==> src/include/rtc_regs.vh <==
/*
  register offsets, bit positions, reset values and timing constants
  for the reload timer with clock output.
  assumes inclusion by bare name from the design file.
*/
// What this block does
// - count is a 16-bit pair, low byte carrying into high byte.
// - outside baud and clock-out modes, source select clear counts oscillator over 12, set counts external pin.
// - counter operation advances on each falling edge of the external pin, except in baud or clock-out mode.
// - low byte advances only while run bit set; clearing it stops the timer.
// - receive clock, transmit clock and capture/reload bits pick the mode.
// - with trigger enabled, trigger falling edge captures or reloads, sets external flag.
// - auto-reload with down-count enable set acts as up/down counter.
// - in up/down mode trigger pin high counts up, low counts down.
// - counting up past ffff is overflow; sets overflow flag, raises interrupt request.
// - up-count overflow copies the reload pair into the count; in capture mode it loads 0000.
// - down count equal to reload pair underflows: set flag, load ffff.
// - in up/down mode external flag toggles on wrap, no interrupt.
// - overflow flag set only when both baud selects are zero; software clears.
// - each baud select picks timer 1 overflow or this timer's overflow.
// - clock-out mode counts at oscillator over 2, drives 50% clock on pin.
// - in clock-out mode overflow reloads from reload pair, no interrupt.
// - clock-out frequency is oscillator over 4 times (65536 minus reload).
// - baud generation and clock output may run together on shared reload pair.
`ifndef RTC_REGS_VH
`define RTC_REGS_VH

// ----------------------------------------
// register addresses
// ----------------------------------------
`define RTC_ADDR_CONTROL 8'hc8
`define RTC_ADDR_MODE 8'hc9
`define RTC_ADDR_RELOAD_LOW 8'hca
`define RTC_ADDR_RELOAD_HIGH 8'hcb
`define RTC_ADDR_COUNT_LOW 8'hcc
`define RTC_ADDR_COUNT_HIGH 8'hcd

// ----------------------------------------
// control register bits
// ----------------------------------------
`define RTC_CTL_OVF 7
`define RTC_CTL_EXT 6
`define RTC_CTL_RCLK 5
`define RTC_CTL_TRANSMIT_BAUD_SELECT 4
`define RTC_CTL_TRIG_EN 3
`define RTC_CTL_RUN 2
`define RTC_CTL_SRC 1
`define RTC_CTL_CAPSEL 0

// ----------------------------------------
// mode register bits
// ----------------------------------------
`define RTC_MODE_CKOE 1
`define RTC_MODE_DOWN_COUNT_ENABLE 0

// ----------------------------------------
// reset values and timing
// ----------------------------------------
`define RTC_RESET_BYTE 8'h00
`define RTC_RESET_WORD 16'h0000
`define RTC_WORD_FULL 16'hffff
`define RTC_OSC_DIV 12
`define RTC_PRESCALE_LAST 4'hb
`define RTC_PRESCALE_ZERO 4'h0

`endif

==> src/design/rtc_timer.v <==
/*
  16-bit reload timer with capture, up/down auto-reload, baud clock
  and programmable clock output.
  assumes one clock at the oscillator rate, synchronous pins and a
  simple strobe register port with read data one cycle late.
*/
// Strobed register access is this design's own decision.
`timescale 1ns/1ps
`default_nettype none
`include "rtc_regs.vh"

module rtc_timer (
  input wire core_clk_in,
  input wire rst_b_in,
  input wire [7:0] reg_addr_in,
  input wire [7:0] reg_wdata_in,
  input wire reg_wr_in,
  input wire reg_rd_in,
  output reg [7:0] reg_rdata_out,
  input wire external_count_pin_in,
  output reg external_count_pin_out,
  output reg external_count_pin_oe_b_out,
  input wire trigger_direction_pin_in,
  input wire timer1_overflow_in,
  output reg rx_baud_tick_out,
  output reg tx_baud_tick_out,
  output reg irq_out
);

  // ----------------------------------------
  // registers
  // ----------------------------------------
  reg overflow_flag;
  reg external_flag;
  reg rclk_sel;
  reg transmit_baud_select;
  reg external_trigger_enable;
  reg run_control;
  reg count_source_select;
  reg capture_reload_select;
  reg clock_output_enable;
  reg down_count_enable;
  reg [7:0] reload_low_byte;
  reg [7:0] reload_high_byte;
  reg [7:0] count_low_byte;
  reg [7:0] count_high_byte;
  reg [3:0] prescale;
  reg half_phase;
  reg ext_prev;
  reg trig_prev;
  reg clk_level;

  reg [15:0] next_count;
  reg next_ovf_evt;
  reg next_unf_evt;
  reg tick;

  wire [15:0] count_word;
  wire [15:0] reload_word;
  wire baud_mode;
  wire updown_mode;
  wire ext_fall;
  wire trig_fall;
  wire wr_ctl;

  assign count_word = {count_high_byte, count_low_byte};
  assign reload_word = {reload_high_byte, reload_low_byte};
  assign baud_mode = rclk_sel | transmit_baud_select;
  assign updown_mode = down_count_enable & ~baud_mode & ~capture_reload_select;
  assign ext_fall = ext_prev & ~external_count_pin_in;
  assign trig_fall = trig_prev & ~trigger_direction_pin_in & external_trigger_enable;
  assign wr_ctl = reg_wr_in & (reg_addr_in == `RTC_ADDR_CONTROL);

  function hit;
    input [7:0] a;
    input [7:0] b;
    begin
      hit = reg_wr_in & (a == b);
    end
  endfunction

  // ----------------------------------------
  // count input select
  // ----------------------------------------
  always @* begin
    tick = 1'b0;
    if (run_control) begin
      if (clock_output_enable | baud_mode) begin
        tick = half_phase;
      end else if (count_source_select) begin
        tick = ext_fall;
      end else begin
        tick = (prescale == `RTC_PRESCALE_LAST);
      end
    end
  end

  // ----------------------------------------
  // next count
  // ----------------------------------------
  always @* begin
    next_count = count_word;
    next_ovf_evt = 1'b0;
    next_unf_evt = 1'b0;
    if (tick) begin
      if (updown_mode & ~trigger_direction_pin_in) begin
        if (count_word == reload_word) begin
          next_unf_evt = 1'b1;
          next_count = `RTC_WORD_FULL;
        end else begin
          next_count = count_word - 16'h0001;
        end
      end else if (count_word == `RTC_WORD_FULL) begin
        next_ovf_evt = 1'b1;
        if (capture_reload_select & ~baud_mode & ~clock_output_enable) begin
          next_count = `RTC_RESET_WORD;
        end else begin
          next_count = reload_word;
        end
      end else begin
        next_count = count_word + 16'h0001;
      end
    end
    if (trig_fall & ~capture_reload_select & ~baud_mode & ~down_count_enable) begin
      next_count = reload_word;
    end
  end

  // ----------------------------------------
  // state update
  // ----------------------------------------
  always @(posedge core_clk_in) begin
    if (!rst_b_in) begin
      overflow_flag <= 1'b0;
      external_flag <= 1'b0;
      rclk_sel <= 1'b0;
      transmit_baud_select <= 1'b0;
      external_trigger_enable <= 1'b0;
      run_control <= 1'b0;
      count_source_select <= 1'b0;
      capture_reload_select <= 1'b0;
      clock_output_enable <= 1'b0;
      down_count_enable <= 1'b0;
      reload_low_byte <= `RTC_RESET_BYTE;
      reload_high_byte <= `RTC_RESET_BYTE;
      count_low_byte <= `RTC_RESET_BYTE;
      count_high_byte <= `RTC_RESET_BYTE;
      prescale <= `RTC_PRESCALE_ZERO;
      half_phase <= 1'b0;
      ext_prev <= 1'b1;
      trig_prev <= 1'b1;
      clk_level <= 1'b0;
      reg_rdata_out <= `RTC_RESET_BYTE;
      external_count_pin_out <= 1'b0;
      external_count_pin_oe_b_out <= 1'b1;
      rx_baud_tick_out <= 1'b0;
      tx_baud_tick_out <= 1'b0;
      irq_out <= 1'b0;
    end else begin
      ext_prev <= external_count_pin_in;
      trig_prev <= trigger_direction_pin_in;
      half_phase <= ~half_phase;
      prescale <= (prescale == `RTC_PRESCALE_LAST) ? `RTC_PRESCALE_ZERO : prescale + 4'h1;

      // software writes first; hardware flag and capture events below take priority
      if (wr_ctl) begin
        overflow_flag <= reg_wdata_in[`RTC_CTL_OVF];
        external_flag <= reg_wdata_in[`RTC_CTL_EXT];
        rclk_sel <= reg_wdata_in[`RTC_CTL_RCLK];
        transmit_baud_select <= reg_wdata_in[`RTC_CTL_TRANSMIT_BAUD_SELECT];
        external_trigger_enable <= reg_wdata_in[`RTC_CTL_TRIG_EN];
        run_control <= reg_wdata_in[`RTC_CTL_RUN];
        count_source_select <= reg_wdata_in[`RTC_CTL_SRC];
        capture_reload_select <= reg_wdata_in[`RTC_CTL_CAPSEL];
      end
      if (hit(reg_addr_in, `RTC_ADDR_MODE)) begin
        clock_output_enable <= reg_wdata_in[`RTC_MODE_CKOE];
        down_count_enable <= reg_wdata_in[`RTC_MODE_DOWN_COUNT_ENABLE];
      end
      if (hit(reg_addr_in, `RTC_ADDR_RELOAD_LOW)) begin
        reload_low_byte <= reg_wdata_in;
      end
      if (hit(reg_addr_in, `RTC_ADDR_RELOAD_HIGH)) begin
        reload_high_byte <= reg_wdata_in;
      end

      // count write by software overrides the counting step
      count_low_byte <= hit(reg_addr_in, `RTC_ADDR_COUNT_LOW) ? reg_wdata_in : next_count[7:0];
      count_high_byte <= hit(reg_addr_in, `RTC_ADDR_COUNT_HIGH) ? reg_wdata_in : next_count[15:8];

      if (trig_fall & capture_reload_select & ~baud_mode) begin
        reload_low_byte <= count_low_byte;
        reload_high_byte <= count_high_byte;
      end
      // external flag set, not in up/down mode
      if (trig_fall & ~updown_mode) begin
        external_flag <= 1'b1;
      end
      if (updown_mode & (next_ovf_evt | next_unf_evt)) begin
        external_flag <= ~(wr_ctl ? reg_wdata_in[`RTC_CTL_EXT] : external_flag);
      end
      // flag only outside baud mode, not in clock-out
      if ((next_ovf_evt | next_unf_evt) & ~baud_mode & ~clock_output_enable) begin
        overflow_flag <= 1'b1;
      end

      // toggle pin on each overflow for 50% duty
      if (clock_output_enable & next_ovf_evt) begin
        clk_level <= ~clk_level;
      end
      external_count_pin_out <= clk_level;
      // pin drives only once output enable and timer source chosen
      external_count_pin_oe_b_out <= ~(clock_output_enable & ~count_source_select);

      rx_baud_tick_out <= rclk_sel ? (next_ovf_evt & baud_mode) : timer1_overflow_in;
      tx_baud_tick_out <= transmit_baud_select ? (next_ovf_evt & baud_mode) : timer1_overflow_in;
      // interrupt request, external flag only while down-count enable clear
      irq_out <= overflow_flag | (external_flag & ~down_count_enable);

      reg_rdata_out <= `RTC_RESET_BYTE;
      if (reg_rd_in) begin
        case (reg_addr_in)
          `RTC_ADDR_CONTROL: begin
            reg_rdata_out <= {overflow_flag, external_flag, rclk_sel, transmit_baud_select,
              external_trigger_enable, run_control, count_source_select, capture_reload_select};
          end
          `RTC_ADDR_MODE: begin
            reg_rdata_out <= {6'h00, clock_output_enable, down_count_enable};
          end
          `RTC_ADDR_RELOAD_LOW: begin
            reg_rdata_out <= reload_low_byte;
          end
          `RTC_ADDR_RELOAD_HIGH: begin
            reg_rdata_out <= reload_high_byte;
          end
          `RTC_ADDR_COUNT_LOW: begin
            reg_rdata_out <= count_low_byte;
          end
          `RTC_ADDR_COUNT_HIGH: begin
            reg_rdata_out <= count_high_byte;
          end
          default: begin
            reg_rdata_out <= `RTC_RESET_BYTE;
          end
        endcase
      end
    end
  end

endmodule
`default_nettype wire

==> config.mk <==
export PLATFORM = sky130hd
export DESIGN_NAME = rtc_timer
export DESIGN_NICKNAME = d
export VERILOG_FILES = /design/src/design/rtc_timer.v
export VERILOG_INCLUDE_DIRS = /design/src /design/src/include
export SDC_FILE = /design/constraint.sdc
export NUM_CORES = 1
export LEC_CHECK = 0
export ABC_AREA = 1
export BUFFER_PORTS_ARGS = -buffer_cell sky130_fd_sc_hd__buf_2
export CORE_ASPECT_RATIO = 2
export CORE_MARGIN = 2
export CORE_UTILIZATION = 60
export DETAILED_ROUTE_END_ITERATION = 6
export PLACE_DENSITY_LB_ADDON = 0.05
export SLEW_MARGIN = 20
export SYNTH_ARGS = -nofsm -noshare
export SYNTH_HDL_FRONTEND = slang
export SYNTH_SLANG_ARGS = --single-unit
==> constraint.sdc <==
create_clock -name core_clk_in -period 2.4 [get_ports core_clk_in]
set_clock_uncertainty 0.1 [all_clocks]
set_input_delay 0.6 -clock core_clk_in [delete_from_list [all_inputs] [get_ports core_clk_in]]
set_output_delay 0.6 -clock core_clk_in [all_outputs]
set_load 0.01 [all_outputs]
==> impl_metrics.tcl <==
set metrics [dict create \
    cts_tree "yes" \
    p_leak_nw 2.340 \
    num_antenna_cells 0 \
    die_h_um 126.8 \
    ir_worst_vdd_uv 534.9 \
    final_area_sq_um 5175 \
    async_reset_ff_frac 0 \
    critical_path_class "reg -> reg" \
    yosys_register_bits 63 \
    final.setup.tns_ns 0 \
    fin_nets 836 \
    syn-mean-instance-area_sq_um 5.956 \
    io_pins 36 \
    setup_viol 0 \
    status "finished clean" \
    synth_area_sq_um 4521 \
    grt_start_max_net_pins 28 \
    synth_cells 759 \
    hold_violations 0 \
    cp-start-kind "flip-flop" \
    dieArea_sq_um 8287 \
    gr-total-overflow 0 \
    synth_xor_area_frac 0.02519 \
    antenna_found_initial 0 \
    clock_path_buffers 2 \
    ys.flop_type "dfxtp_1" \
    finalWirelength_um 18790 \
    synth_fa_ha_area_frac 0.008303 \
    whs_path_depth 2 \
    drive_gt1_frac 0.1693 \
    ys_warn_count 0 \
    portBuffers 35 \
    drt_iter0_markers 1003 \
    cp_max_fo 7 \
    rrSetupSlack_ns 0.21 \
    slew_viol_final 0 \
    synth-edff-count 0 \
    fin_crit_sh 0.9143 \
    slew_headroom 0.6482 \
    dp_hpwl_um 14080 \
    syn_nets 785 \
    crit_arrival_ns 2.36 \
    fillers 649 \
    die_width_um 65.38 \
    insertion_delay_ns 0.35 \
    num_vias 5766 \
    cts_max_level 3 \
    power_density_nw_per_um2 465.9 \
    worst_slew_pin_slew_ns 0.5269 \
    dp_slack_ns -0.008089 \
    yosys.cell_types.count 34 \
    cts_made_buffers 9 \
    multi_input_comb_area_sq_um 2785 \
    synthMuxAreaShare 0 \
    cts_hold_buffers 0 \
    rr_worst_depth 11 \
    grt_pass1_vias 5571 \
    wl_per_cell_um 20.72 \
    fmax_mhz 455.7 \
    initial_core_util 0.6221 \
    crit_path_end_kind "flip-flop" \
    fin_crit_ns 2.194 \
    drc 0 \
    core_sq_um 7267 \
    ant_nets 0 \
    cts.sinks 63 \
    layout.area.seq_sq_um 1266 \
    whs_ns 0.3368 \
    vias_per_cell 6.357 \
    fin_ws_ns 0.2056 \
    synth_top_family_by_area "simple AND/OR/NAND/NOR gates" \
    synthSimpleGateAreaFrac 0.4044 \
    yosysSeqAreaShare 0.2790 \
    place_congestion 1.079 \
    cap_viol_max_count 0 \
    root_buffer "clkbuf_16" \
    num_rows 44 \
    worstPathRequired_ns 2.57 \
    clk_pin_slew_worst_paths_ns 0.06 \
    grt.total_usage 0.4879 \
    area_growth_pct 14.48 \
    drtPass1Iterations 6 \
    synth-compound-area-share 0.1763 \
    dpl-instance-area_sq_um 4887 \
    min_path_type "reg -> reg" \
    rsz0062_at_grt "no" \
    grt_pass1_wl_um 30090 \
]
registers in the layout, indices dropped and copies added, names as in the netlist, 4 cells and up:
name              count
count_high_byte       8
count_low_byte        8
reg_rdata_out         8
reload_high_byte      8
reload_low_byte       8
prescale              4
cell type report:
cell class	count	area share
flip-flops and latches	63	0.2447
repair buffers	62	0.07302
clock buffers	10	0.04425
well taps	92	0.02224
clock inverters	6	0.008704
inverters	95	0.06891
multi-input cells	579	0.5382
metal layers:
layer	share of wire	vias to the layer above	routed length [um]	global-route usage
met3	0.10	188	1931	0.1950
met1	0.31	2544	5899	0.4905
li1	-	2578	-	-
met2	0.46	456	8644	0.7473
met4	0.12	0	2318	0.4485
met5	0	-	0	0
report_power, final:
part           total, mW  switching (mW)  internal [mW]  leakage, nW
Clock               1.21           0.507          0.703        0.137
Combinational      0.138          0.0969         0.0407         1.69
Sequential          1.06         0.00667           1.06        0.512
Total               2.41           0.610           1.80         2.34
layout by cell type, fill, tap and decap left out:
| cell | Yosys | routed |
|---|---|---|
| clkbuf_16 | 0 | 9 |
| nand3_2 | 7 | 8 |
| nand4_2 | 1 | 1 |
| dfxtp_2 | 0 | 4 |
| nand4_1 | 15 | 15 |
| nor2_2 | 5 | 5 |
| nand2_1 | 211 | 211 |
| nand2_4 | 1 | 1 |
| xor2_1 | 11 | 11 |
| buf_2 | 5 | 35 |
| nor3_1 | 10 | 10 |
| clkbuf_1 | 7 | 1 |
| a21oi_1 | 69 | 69 |
| and3_1 | 1 | 1 |
| o21ai_1 | 4 | 3 |
| nor2_1 | 101 | 101 |
| o211ai_1 | 1 | 1 |
| o21ai_0 | 40 | 40 |
| or2_2 | 2 | 2 |
| inv_6 | 0 | 1 |
| inv_1 | 75 | 75 |
| nor3_4 | 2 | 2 |
| o22ai_1 | 23 | 23 |
| nand2_2 | 5 | 5 |
| xnor2_1 | 2 | 2 |
| ha_1 | 3 | 3 |
| o21ai_2 | 1 | 2 |
| nand3_1 | 50 | 49 |
| buf_4 | 8 | 27 |
| clkinv_4 | 0 | 3 |
| clkinv_2 | 0 | 2 |
| a21oi_2 | 6 | 6 |
| nor3_2 | 1 | 1 |
| a31oi_1 | 3 | 3 |
| inv_2 | 20 | 20 |
| dfxtp_1 | 63 | 59 |
| nor2_4 | 4 | 4 |
logic make-up (layout without fill, tap and decap cells):
logic type / Yosys count / count (layout)
AO/OA/AOI/OAI: 147 / 147
XOR/XNOR: 13 / 13
adder cells (fa/ha/maj): 3 / 3
buffers and inverters: 117 / 173
flip-flops: 63 / 63
AND/OR/NAND/NOR: 416 / 416
path summary, 6_finish.rpt:
kind                                                to      start
worst min-delay path            external_count_pin_out  clk_level
worst max-delay path                 count_low_byte[0]   rclk_sel
worst min register to register  external_count_pin_out  clk_level
worst max register to register       count_low_byte[0]   rclk_sel
worst max-delay path, stage by stage, from the launching register on:
cell	delay (ns)
dfxtp_1	0.34
inv_2	0.10
nand2_2	0.11
nor2_1	0.25
nand2_1	0.08
nor2_1	0.12
nor2_2	0.11
nor2_2	0.23
nand2_1	0.25
o22ai_1	0.21
inv_1	0.06
a21oi_1	0.14
what timing repair did:
item                       4_1_cts  5_1_grt
setup endpoints to repair        0        3
setup buffers                    0        0
gates resized for setup          0        6
synth_stat cells (4+ instances only):
master	number	area [sq um]
a21oi_1	69	345.3
a21oi_2	6	52.55
buf_2	5	25.02
buf_4	8	60.06
clkbuf_1	7	26.28
dfxtp_1	63	1261
inv_1	75	281.5
inv_2	20	75.07
nand2_1	211	792.0
nand2_2	5	31.28
nand3_1	50	250.2
nand3_2	7	70.07
nand4_1	15	93.84
nor2_1	101	379.1
nor2_2	5	31.28
nor2_4	4	45.04
nor3_1	10	50.05
o21ai_0	40	200.2
o21ai_1	4	20.02
o22ai_1	23	143.9
xor2_1	11	96.34
per-stage QoR:
stage | total power, mW | utilization | std cells
2_1_floorplan | 1.155 | - | 759
3_3_place_gp | 1.209 | 0.6725 | 891
3_5_place_dp | 1.214 | 0.6725 | 891
4_1_cts | 2.398 | 0.7102 | 907
5_1_grt | 2.469 | 0.7121 | 907
6_report | 2.411 | 0.7121 | 907
Power figures use the tool's default switching activity.
